**config.mk**
```make
export PLATFORM = sky130hd
export DESIGN_NAME = spi_master_config
export DESIGN_NICKNAME = d
export VERILOG_FILES = /design/src/spi_cfg_pkg.sv /design/src/spi_master_config.sv
export SDC_FILE = /design/constraint.sdc
export NUM_CORES = 1
export LEC_CHECK = 0
export ABC_AREA = 0
export ABC_CLOCK_PERIOD_IN_PS = 6200
export BUFFER_PORTS_ARGS = -buffer_cell sky130_fd_sc_hd__buf_2
export CAP_MARGIN = 20
export CORE_AREA = 2 2 226 139
export CTS_CLUSTER_DIAMETER = 120
export DETAILED_ROUTE_END_ITERATION = 10
export DIE_AREA = 0 0 228 141
export PLACE_DENSITY = 0.65
export SLEW_MARGIN = 0
export SYNTH_ARGS = -nofsm -noshare
export SYNTH_HDL_FRONTEND = slang
export SYNTH_SLANG_ARGS = --single-unit
```
**constraint.sdc**
```tcl
create_clock -name SYS_CLK -period 6.2 [get_ports SYS_CLK]
set_input_delay 1.24 -clock SYS_CLK [delete_from_list [all_inputs] [get_ports SYS_CLK]]
set_output_delay 1.24 -clock SYS_CLK [all_outputs]
set_load 0.02 [all_outputs]
```
**src/spi_cfg_pkg.sv**
```systemverilog
// constants, field layouts and types shared by the configurable serial master
// assumes a 25 MHz system clock and a 32-bit avalon-mm register port
package spi_cfg_pkg;

  // ==========================================================
  // clocking
  localparam int unsigned SYS_CLK_HZ   = 25_000_000;      // system clock rate in hertz
  localparam int unsigned MAX_SCLK_HZ  = SYS_CLK_HZ / 2;  // fastest serial clock: one edge per cycle

  // ==========================================================
  // register byte addresses
  localparam logic [7:0] ADDR_CTRL   = 8'h00;  // mode, frame length, channel
  localparam logic [7:0] ADDR_FREQ   = 8'h04;  // serial clock in hertz
  localparam logic [7:0] ADDR_TXDATA = 8'h08;  // write starts a transfer
  localparam logic [7:0] ADDR_RXDATA = 8'h0c;  // last received frame
  localparam logic [7:0] ADDR_STATUS = 8'h10;  // busy and done

  // ==========================================================
  // control field positions
  localparam int CTRL_PHASE_BIT = 0;   // 0 stable on leading, 1 stable on trailing
  localparam int CTRL_POL_BIT   = 1;   // 0 idle low, 1 idle high
  localparam int CTRL_ORDER_BIT = 2;   // 0 msb first, 1 lsb first
  localparam int CTRL_LEN_LSB   = 4;   // encoded frame length, bits 7:4
  localparam int CTRL_CH_LSB    = 8;   // channel select, bits 11:8

  // status field positions
  localparam int STAT_BUSY_BIT  = 0;   // transfer in progress
  localparam int STAT_DONE_BIT  = 1;   // sticky, write one to clear

  // ==========================================================
  // encoded frame length limits and reset values
  localparam logic [3:0]  LEN_MIN      = 4'h3;          // 4-bit frames
  localparam logic [3:0]  LEN_MAX      = 4'hf;          // 16-bit frames
  localparam logic [3:0]  LEN_RESET    = 4'h7;          // 8-bit frames
  localparam logic [31:0] FREQ_RESET   = 32'h000f4240;  // 1 MHz

  // ==========================================================
  // configuration carried as one unit
  typedef struct packed {
    logic [3:0] channel;    // which chip select to drive
    logic [3:0] frame_len;  // encoded length, bits minus one
    logic       lsb_first;  // bit order
    logic       cpol;       // idle level of serial clock
    logic       cpha;       // edge on which data is stable
  } cfg_s;

  localparam cfg_s CFG_RESET = '{channel: 4'h0, frame_len: LEN_RESET, lsb_first: 1'b0, cpol: 1'b0, cpha: 1'b0};

endpackage : spi_cfg_pkg

```
**src/spi_master_config.sv**
```systemverilog
// configurable serial master channel with an avalon-mm register port
// assumes a single system clock; miso arrives from a pin and is synchronised here
//
// Summary of operation
// - serial clock rate set in hertz
// - phase selects stable edge, data changes opposite
// - polarity sets idle level and edge direction
// - order bit selects msb or lsb first
// - frame length code 3..15 means 4..16 bits
//
// The Avalon-MM register port and the placing of the registers are this design's own decisions.
module spi_master_config #(
  parameter int NUM_CS = 4                        // number of chip select lines
) (
  input  wire logic              SYS_CLK,         // system clock, 25 MHz
  input  wire logic              RST_N,           // asynchronous reset, active low
  input  wire logic [7:0]        ADDRESS,         // avalon byte address
  input  wire logic              READ,            // avalon read request
  input  wire logic              WRITE,           // avalon write request
  input  wire logic [31:0]       WRITEDATA,       // avalon write data
  input  wire logic [3:0]        BYTEENABLE,      // avalon byte lanes
  output logic [31:0]            READDATA,        // avalon read data
  output logic                   WAITREQUEST,     // avalon stall
  output logic                   SCLK,            // serial clock
  output logic                   MOSI,            // serial data out
  input  wire logic              MISO,            // serial data in, asynchronous
  output logic [NUM_CS-1:0]      CS_N             // chip selects, active low
);

  // ==========================================================
  // types and storage
  typedef enum logic [1:0] {ST_IDLE, ST_SETUP, ST_CLOCK, ST_HOLD} xfer_e;

  spi_cfg_pkg::cfg_s  cfg_q;           // live configuration
  logic [31:0]        freq_q;          // requested serial clock in hertz
  logic [15:0]        txdata_q;        // transmit shifter
  logic [15:0]        rxdata_q;        // receive shifter and result
  logic               done_q;          // sticky end-of-transfer flag
  xfer_e              state_q;         // transfer sequencer
  logic [5:0]         edges_q;         // serial clock edges still to issue
  logic [32:0]        acc_q;           // rate accumulator
  logic               tick_q;          // half period enable pulse
  logic               miso_meta_q;     // first synchroniser stage
  logic               miso_sync_q;     // second synchroniser stage
  logic               waitreq_q;       // registered waitrequest
  logic [31:0]        readdata_q;      // registered read data
  logic               sclk_q;          // serial clock level
  logic               mosi_q;          // serial data level
  logic [NUM_CS-1:0]  cs_n_q;          // chip select levels

  logic               req;             // any bus request present
  logic               accept;          // request completes this edge
  logic               wr_ok;           // write completes this edge
  logic               busy;            // transfer under way
  logic               start;           // legal transmit write
  logic               leading;         // next toggle is a leading edge
  logic               drive_edge;      // this toggle drives new data
  logic               sample_edge;     // this toggle samples miso
  logic [32:0]        step;            // accumulator step per cycle
  logic [33:0]        acc_sum;         // accumulator plus step

  // ==========================================================
  // helpers

  // bit that leaves the shifter next, per order
  function automatic logic out_bit(input logic [15:0] sh, input logic [3:0] len, input logic lsb);
    out_bit = lsb ? sh[0] : sh[len];
  endfunction

  // receive shifter after one sampled bit
  function automatic logic [15:0] rx_next(input logic [15:0] sh, input logic [3:0] len, input logic lsb,
                                          input logic b);
    logic [15:0] r;
    r = 16'h0000;
    if (lsb) begin
      r      = sh >> 1;
      r[len] = b;                      // lsb first: new bit enters at frame top
    end else begin
      r = {sh[14:0], b};               // msb first: new bit enters at bit 0
    end
    rx_next = r;
  endfunction

  // ==========================================================
  // bus decode
  assign req     = READ | WRITE;
  assign accept  = req & ~waitreq_q;                  // edge where master sees waitrequest low
  assign wr_ok   = accept & WRITE & (&BYTEENABLE);    // partial writes are ignored
  assign busy    = (state_q != ST_IDLE);
  assign start   = wr_ok & (ADDRESS == spi_cfg_pkg::ADDR_TXDATA) & ~busy & (freq_q != 32'h0);

  // leading edge leaves the idle level
  assign leading     = (sclk_q == cfg_q.cpol);
  assign sample_edge = tick_q & (state_q == ST_CLOCK) & (leading ^ cfg_q.cpha);
  assign drive_edge  = tick_q & (state_q == ST_CLOCK) & ~(leading ^ cfg_q.cpha);

  // ==========================================================
  // waitrequest: one stall cycle per access, then release for one edge
  always_ff @(posedge SYS_CLK or negedge RST_N) begin
    if (!RST_N) begin
      waitreq_q <= 1'b1;
    end else if (req && waitreq_q) begin
      waitreq_q <= 1'b0;                // answer on the next edge
    end else begin
      waitreq_q <= 1'b1;                // back to stall once taken
    end
  end

  // read data is captured in the stall cycle so it stands at the accepting edge
  always_ff @(posedge SYS_CLK or negedge RST_N) begin
    if (!RST_N) begin
      readdata_q <= 32'h00000000;
    end else if (READ && waitreq_q) begin
      unique case (ADDRESS)
        spi_cfg_pkg::ADDR_CTRL: begin
          readdata_q <= 32'h00000000;
          readdata_q[spi_cfg_pkg::CTRL_PHASE_BIT]                      <= cfg_q.cpha;
          readdata_q[spi_cfg_pkg::CTRL_POL_BIT]                        <= cfg_q.cpol;
          readdata_q[spi_cfg_pkg::CTRL_ORDER_BIT]                      <= cfg_q.lsb_first;
          readdata_q[spi_cfg_pkg::CTRL_LEN_LSB +: 4]                   <= cfg_q.frame_len;
          readdata_q[spi_cfg_pkg::CTRL_CH_LSB +: 4]                    <= cfg_q.channel;
        end
        spi_cfg_pkg::ADDR_FREQ:   readdata_q <= freq_q;
        spi_cfg_pkg::ADDR_TXDATA: readdata_q <= {16'h0000, txdata_q};
        spi_cfg_pkg::ADDR_RXDATA: readdata_q <= {16'h0000, rxdata_q};
        spi_cfg_pkg::ADDR_STATUS: begin
          readdata_q <= 32'h00000000;
          readdata_q[spi_cfg_pkg::STAT_BUSY_BIT] <= busy;
          readdata_q[spi_cfg_pkg::STAT_DONE_BIT] <= done_q;
        end
        default:                  readdata_q <= 32'h00000000;   // unmapped reads as zero
      endcase
    end
  end

  // ==========================================================
  // configuration registers; held while a transfer runs so a frame keeps one mode
  always_ff @(posedge SYS_CLK or negedge RST_N) begin
    if (!RST_N) begin
      cfg_q <= spi_cfg_pkg::CFG_RESET;
    end else if (wr_ok && !busy && ADDRESS == spi_cfg_pkg::ADDR_CTRL) begin
      cfg_q.cpha      <= WRITEDATA[spi_cfg_pkg::CTRL_PHASE_BIT];
      cfg_q.cpol      <= WRITEDATA[spi_cfg_pkg::CTRL_POL_BIT];
      cfg_q.lsb_first <= WRITEDATA[spi_cfg_pkg::CTRL_ORDER_BIT];
      cfg_q.channel   <= WRITEDATA[spi_cfg_pkg::CTRL_CH_LSB +: 4];
      // codes below the minimum leave the old length in place
      if (WRITEDATA[spi_cfg_pkg::CTRL_LEN_LSB +: 4] >= spi_cfg_pkg::LEN_MIN) begin
        cfg_q.frame_len <= WRITEDATA[spi_cfg_pkg::CTRL_LEN_LSB +: 4];
      end
    end
  end

  // requested rate in hertz
  always_ff @(posedge SYS_CLK or negedge RST_N) begin
    if (!RST_N) begin
      freq_q <= spi_cfg_pkg::FREQ_RESET;
    end else if (wr_ok && !busy && ADDRESS == spi_cfg_pkg::ADDR_FREQ) begin
      freq_q <= WRITEDATA;
    end
  end

  // ==========================================================
  // rate generator: accumulates twice the rate, one tick per half period
  // trade-off: no divider needed, but edges jitter by one cycle for rates that do not divide evenly
  always_comb begin
    if (freq_q > 32'(spi_cfg_pkg::MAX_SCLK_HZ)) begin
      step = {1'b0, 32'(spi_cfg_pkg::MAX_SCLK_HZ)} << 1;        // clamp to one edge per cycle
    end else begin
      step = {freq_q, 1'b0};
    end
    acc_sum = {1'b0, acc_q} + {1'b0, step};
  end

  always_ff @(posedge SYS_CLK or negedge RST_N) begin
    if (!RST_N) begin
      acc_q  <= 33'h000000000;
      tick_q <= 1'b0;
    end else if (!busy || start) begin
      acc_q  <= 33'h000000000;          // each frame starts on a fresh phase
      tick_q <= 1'b0;
    end else if (acc_sum >= 34'(spi_cfg_pkg::SYS_CLK_HZ)) begin
      acc_q  <= 33'(acc_sum - 34'(spi_cfg_pkg::SYS_CLK_HZ));
      tick_q <= 1'b1;
    end else begin
      acc_q  <= acc_sum[32:0];
      tick_q <= 1'b0;
    end
  end

  // ==========================================================
  // miso synchroniser; only the second stage feeds logic
  always_ff @(posedge SYS_CLK or negedge RST_N) begin
    if (!RST_N) begin
      miso_meta_q <= 1'b0;
      miso_sync_q <= 1'b0;
    end else begin
      miso_meta_q <= MISO;
      miso_sync_q <= miso_meta_q;
    end
  end

  // ==========================================================
  // transfer sequencer: setup half period, 2n edges, hold half period
  always_ff @(posedge SYS_CLK or negedge RST_N) begin
    if (!RST_N) begin
      state_q <= ST_IDLE;
      edges_q <= 6'h00;
    end else begin
      unique case (state_q)
        ST_IDLE: begin
          if (start) begin
            state_q <= ST_SETUP;
            edges_q <= {1'b0, cfg_q.frame_len, 1'b0} + 6'h02;    // two edges per bit
          end
        end
        ST_SETUP: begin
          if (tick_q) begin
            state_q <= ST_CLOCK;
          end
        end
        ST_CLOCK: begin
          if (tick_q) begin
            edges_q <= edges_q - 6'h01;
            if (edges_q == 6'h01) begin
              state_q <= ST_HOLD;       // last edge returned clock to idle
            end
          end
        end
        ST_HOLD: begin
          if (tick_q) begin
            state_q <= ST_IDLE;
          end
        end
      endcase
    end
  end

  // serial clock: toggles once per tick while clocking, idles at polarity otherwise
  always_ff @(posedge SYS_CLK or negedge RST_N) begin
    if (!RST_N) begin
      sclk_q <= spi_cfg_pkg::CFG_RESET.cpol;
    end else if (state_q == ST_CLOCK && tick_q) begin
      sclk_q <= ~sclk_q;
    end else if (state_q != ST_CLOCK) begin
      sclk_q <= cfg_q.cpol;
    end
  end

  // chip select: low from start until the hold half period ends
  always_ff @(posedge SYS_CLK or negedge RST_N) begin
    if (!RST_N) begin
      cs_n_q <= '1;
    end else if (start) begin
      cs_n_q <= ~(NUM_CS'(1) << cfg_q.channel);
    end else if (state_q == ST_HOLD && tick_q) begin
      cs_n_q <= '1;                     // release with clock already idle
    end
  end

  // ==========================================================
  // transmit path: phase 0 presents the first bit at select, phase 1 on the first leading edge
  always_ff @(posedge SYS_CLK or negedge RST_N) begin
    if (!RST_N) begin
      txdata_q <= 16'h0000;
      mosi_q   <= 1'b0;
    end else if (start) begin
      if (!cfg_q.cpha) begin
        mosi_q   <= out_bit(WRITEDATA[15:0], cfg_q.frame_len, cfg_q.lsb_first);
        txdata_q <= cfg_q.lsb_first ? (WRITEDATA[15:0] >> 1) : (WRITEDATA[15:0] << 1);
      end else begin
        txdata_q <= WRITEDATA[15:0];
      end
    end else if (drive_edge) begin
      mosi_q   <= out_bit(txdata_q, cfg_q.frame_len, cfg_q.lsb_first);
      txdata_q <= cfg_q.lsb_first ? (txdata_q >> 1) : (txdata_q << 1);
    end else if (state_q == ST_IDLE) begin
      mosi_q <= 1'b0;                   // quiet line between frames
    end
  end

  // receive path: sample on the stable edge; result is valid once done sets
  always_ff @(posedge SYS_CLK or negedge RST_N) begin
    if (!RST_N) begin
      rxdata_q <= 16'h0000;
    end else if (start) begin
      rxdata_q <= 16'h0000;
    end else if (sample_edge) begin
      rxdata_q <= rx_next(rxdata_q, cfg_q.frame_len, cfg_q.lsb_first, miso_sync_q);
    end
  end

  // done flag: set at frame end wins over a clear in the same cycle
  always_ff @(posedge SYS_CLK or negedge RST_N) begin
    if (!RST_N) begin
      done_q <= 1'b0;
    end else if (state_q == ST_HOLD && tick_q) begin
      done_q <= 1'b1;
    end else if (wr_ok && ADDRESS == spi_cfg_pkg::ADDR_STATUS && WRITEDATA[spi_cfg_pkg::STAT_DONE_BIT]) begin
      done_q <= 1'b0;
    end else if (start) begin
      done_q <= 1'b0;                   // a new frame invalidates the old result
    end
  end

  // ==========================================================
  // outputs straight from flip-flops
  assign READDATA    = readdata_q;
  assign WAITREQUEST = waitreq_q;
  assign SCLK        = sclk_q;
  assign MOSI        = mosi_q;
  assign CS_N        = cs_n_q;

endmodule // spi_master_config

```
==> qor.yml <==
die_w_microns: 228
synth_top_cell_area_share_pct: 31.69
busiest_layer: "met1"
synthArstFlopShare_pct: 100.0
drt_iter0_drc: 1070
final_antenna_net_count: 0
maxSlewViolCount: 0
fin_cells: 1736
cts_buffer_depth: 2
critPathKind: "reg -> reg"
gp_congestion: 0.9689
worst_pin_slew_ps: 978.3
drc: 0
grt_pass1_vias: 9276
leakagePower_nw: 5.599
overflow: 0
tritoncts: "built"
portBuffers: 87
wl_microns: 34940
synth_most_common_cell: "dfrtp_1"
ir_drop_v: 0.0002077
synth_top_family_by_area: "compound AO/OA/AOI/OAI gates"
yosys_warnings: 0
synth_edf_count: 0
ys_seq_elements: 158
synth_mux_area_share_pct: 14.36
drive_gt1_share_pct: 19.17
crit_path_end_kind: "flip-flop"
setup_violations: 0
synth.distinct_cells: 84
ys_seq_area_share_pct: 35.18
grt_max_degree: 73
hpwl_microns: 25730
fin_crit_sh_pct: 95.45
fin_skew_ps: 15.81
grt_pass1_wl_microns: 54060
wl_per_cell_microns: 20.13
total_power_w: 0.004490
synth_top_cell_by_area: "dfrtp_1"
viasPerCell: 5.783
grtUsageMet2_pct: 26.35
synthesis.area_sq_um: 11290
clkSlewWorstSetupHoldPaths_ps: 80
diodes: 0
worstPathArrival_ps: 6250
cp.required_ps: 6530
avgSynthCellArea_sq_um: 8.976
synth-compound-area-share_pct: 20.29
num_vias: 10040
cap_violations: 0
crit_path_start_kind: "flip-flop"
synth_area_leaders: "dfrtp_1 (32%), ha_1 (5.2%), mux2_2 (5.1%)"
power_density_nw_per_um2: 352.5
rows: 50
area_growth_pct: 12.79
htree_levels: 4
worstPathMaxFanout: 21
synth_common_cells: "dfrtp_1 (143), nor2_1 (135), nand2_1 (123)"
synth-main-ff-cell: "dfrtp_1"
die-area_sq_um: 32150
fin_crit_ps: 5918
hold_viol: 0
synth_xor_area_share_pct: 2.094
synth_simple_gate_area_share_pct: 19.17
clock.fmax_mhz: 169.0
postSynthCellCount: 1258
cts_root_buffer: "clkbuf_16"
fin_nets: 1404
dieHeight_microns: 141
use_met1_pct: 34.62
track_usage_pct: 21.66
cts_buffers: 17
clk_latency_ps: 450
start_util_pct: 37.14
globalRouteMet3Util_pct: 8.354
placeableCoreArea_sq_um: 30400
hold_class: "reg -> reg"
cts_sinks: 158
dpl_cell_area_sq_um: 12080
status: "completed"
fin_area_sq_um: 12740
slew_headroom_pct: 34.78
ioPinCount: 88
antenna_found_initial: 2
post-place-cells: 1702
synth_fa_ha_area_share_pct: 5.385
first_pass_iters: 7
## area by class of cell
cell class	count	area, sq um
multi-input combinational	1008	6994
sequential	158	3974
clock inverter	15	185.2
timing repair buffer	103	565.5
inverter	19	71.32
clock buffer	17	425.4
tap	416	520.5
fill	3001	17670
## sequential cells by signal, indices dropped and copies added (netlist names)
signal,count
txdata_q,16
READDATA,32
miso_meta_q,1
CS_N,4
rxdata_q,16
edges_q,6
WAITREQUEST,1
miso_sync_q,1
MOSI,1
state_q,2
done_q,1
cfg_q,11
SCLK,1
acc_q,32
freq_q,32
tick_q,1
## cell families (layout without fill, tap and decap cells)
family | Yosys count | after routing
AOI/OAI and AO/OA | 341 | 341
xor gates and xnor gates | 27 | 27
adders and majority gates | 48 | 48
buffers and inverters | 99 | 154
DFF | 158 | 158
muxes | 130 | 130
other | 1 | 8
and+or+nand+nor | 454 | 454
## per-layer routing
metal | share of wire [%] | wire [microns] | vias up
li1 | - | - | 4715
met1 | 50 | 17530 | 4820
met2 | 36 | 12640 | 467
met3 | 12 | 4360 | 35
met4 | 1.1 | 394 | 2
met5 | 0.037 | 13 | -
## worst paths after layout
kind	from	to	slack, ps	depth (start not counted)
worst max-delay path	freq_q[15]$_DFFE_PN0P_	acc_q[20]$_DFF_PN0_	280	21
worst min-delay path	miso_meta_q$_DFF_PN0_	miso_sync_q$_DFF_PN0_	400	0
worst max register to register	freq_q[15]$_DFFE_PN0P_	acc_q[20]$_DFF_PN0_	280	21
worst min register to register	miso_meta_q$_DFF_PN0_	miso_sync_q$_DFF_PN0_	400	0
max in group asynchronous	RST_N	acc_q[18]$_DFF_PN0_	4100	2
min in group asynchronous	RST_N	edges_q[4]$_DFFE_PN0P_	710	1
## metrics by stage
step                utilization [%]  hold slack, ps  worst slack [ps]  TNS, ps
floorplan                         -           331.2              1129        0
global placement              39.73           395.0             336.1        0
detailed placement            39.73           386.5             317.5        0
CTS                           41.74           399.9             269.3        0
global route                  41.89           396.9            -21.32   -21.32
finish                        41.89           404.5             281.8        0
## power breakdown
| group | leakage [nW] | switching [W] | internal, W |
|---|---|---|---|
| clock network | 0.300 | 0.000518 | 0.000582 |
| registers | 2.02 | 0.000288 | 0.00124 |
| logic | 3.28 | 0.00112 | 0.000744 |
| total | 5.60 | 0.00192 | 0.00257 |
## cell usage in the layout (no fill, tap or decap), types with 5 or more instances in the layout
cell type	instances
dfrtp_1	142
nor3b_1	7
ha_1	46
or3_1	6
nor2_1	133
nor4_1	11
a21oi_1	110
o31ai_1	7
clkbuf_16	17
mux4_2	19
buf_4	15
nor2b_1	25
inv_6	6
a21o_1	20
nand4_1	16
dfstp_2	15
mux2i_1	45
a22oi_1	8
conb_1	8
o21ai_0	67
mux2_2	51
a211oi_1	18
inv_1	19
xor2_1	8
a311oi_1	10
a22o_1	19
nor3_1	30
xnor2_1	18
nand2_1	122
buf_2	86
nand2b_1	20
nand3_1	31
o211ai_1	24
or2_2	7
and3_1	8
a31oi_1	5
mux2_1	15
and2_1	21
## what timing repair did
item,CTS,global route
resized for setup,0,5
hold buffers,0,0
setup buffers,0,1
setup endpoints to repair,0,12
## worst max-delay path: stages, from the launching register on
cell and delay, ps:
dfrtp_1 500, nand4_1 160, nor3b_2 250, a221o_1 170
a22o_1 140, o21ai_0 70, nor2b_1 140, buf_4 190
and2_1 170, ha_1 240, fa_1 480, a211oi_4 340
o211ai_2 160, a31oi_1 320, xnor2_1 280, nand4_1 150
buf_4 180, a2111o_1 390, a21o_1 240, o2111a_2 420
a2111oi_2 420, mux2_1 350
No activity file was read; power rests on OpenSTA's default activity.
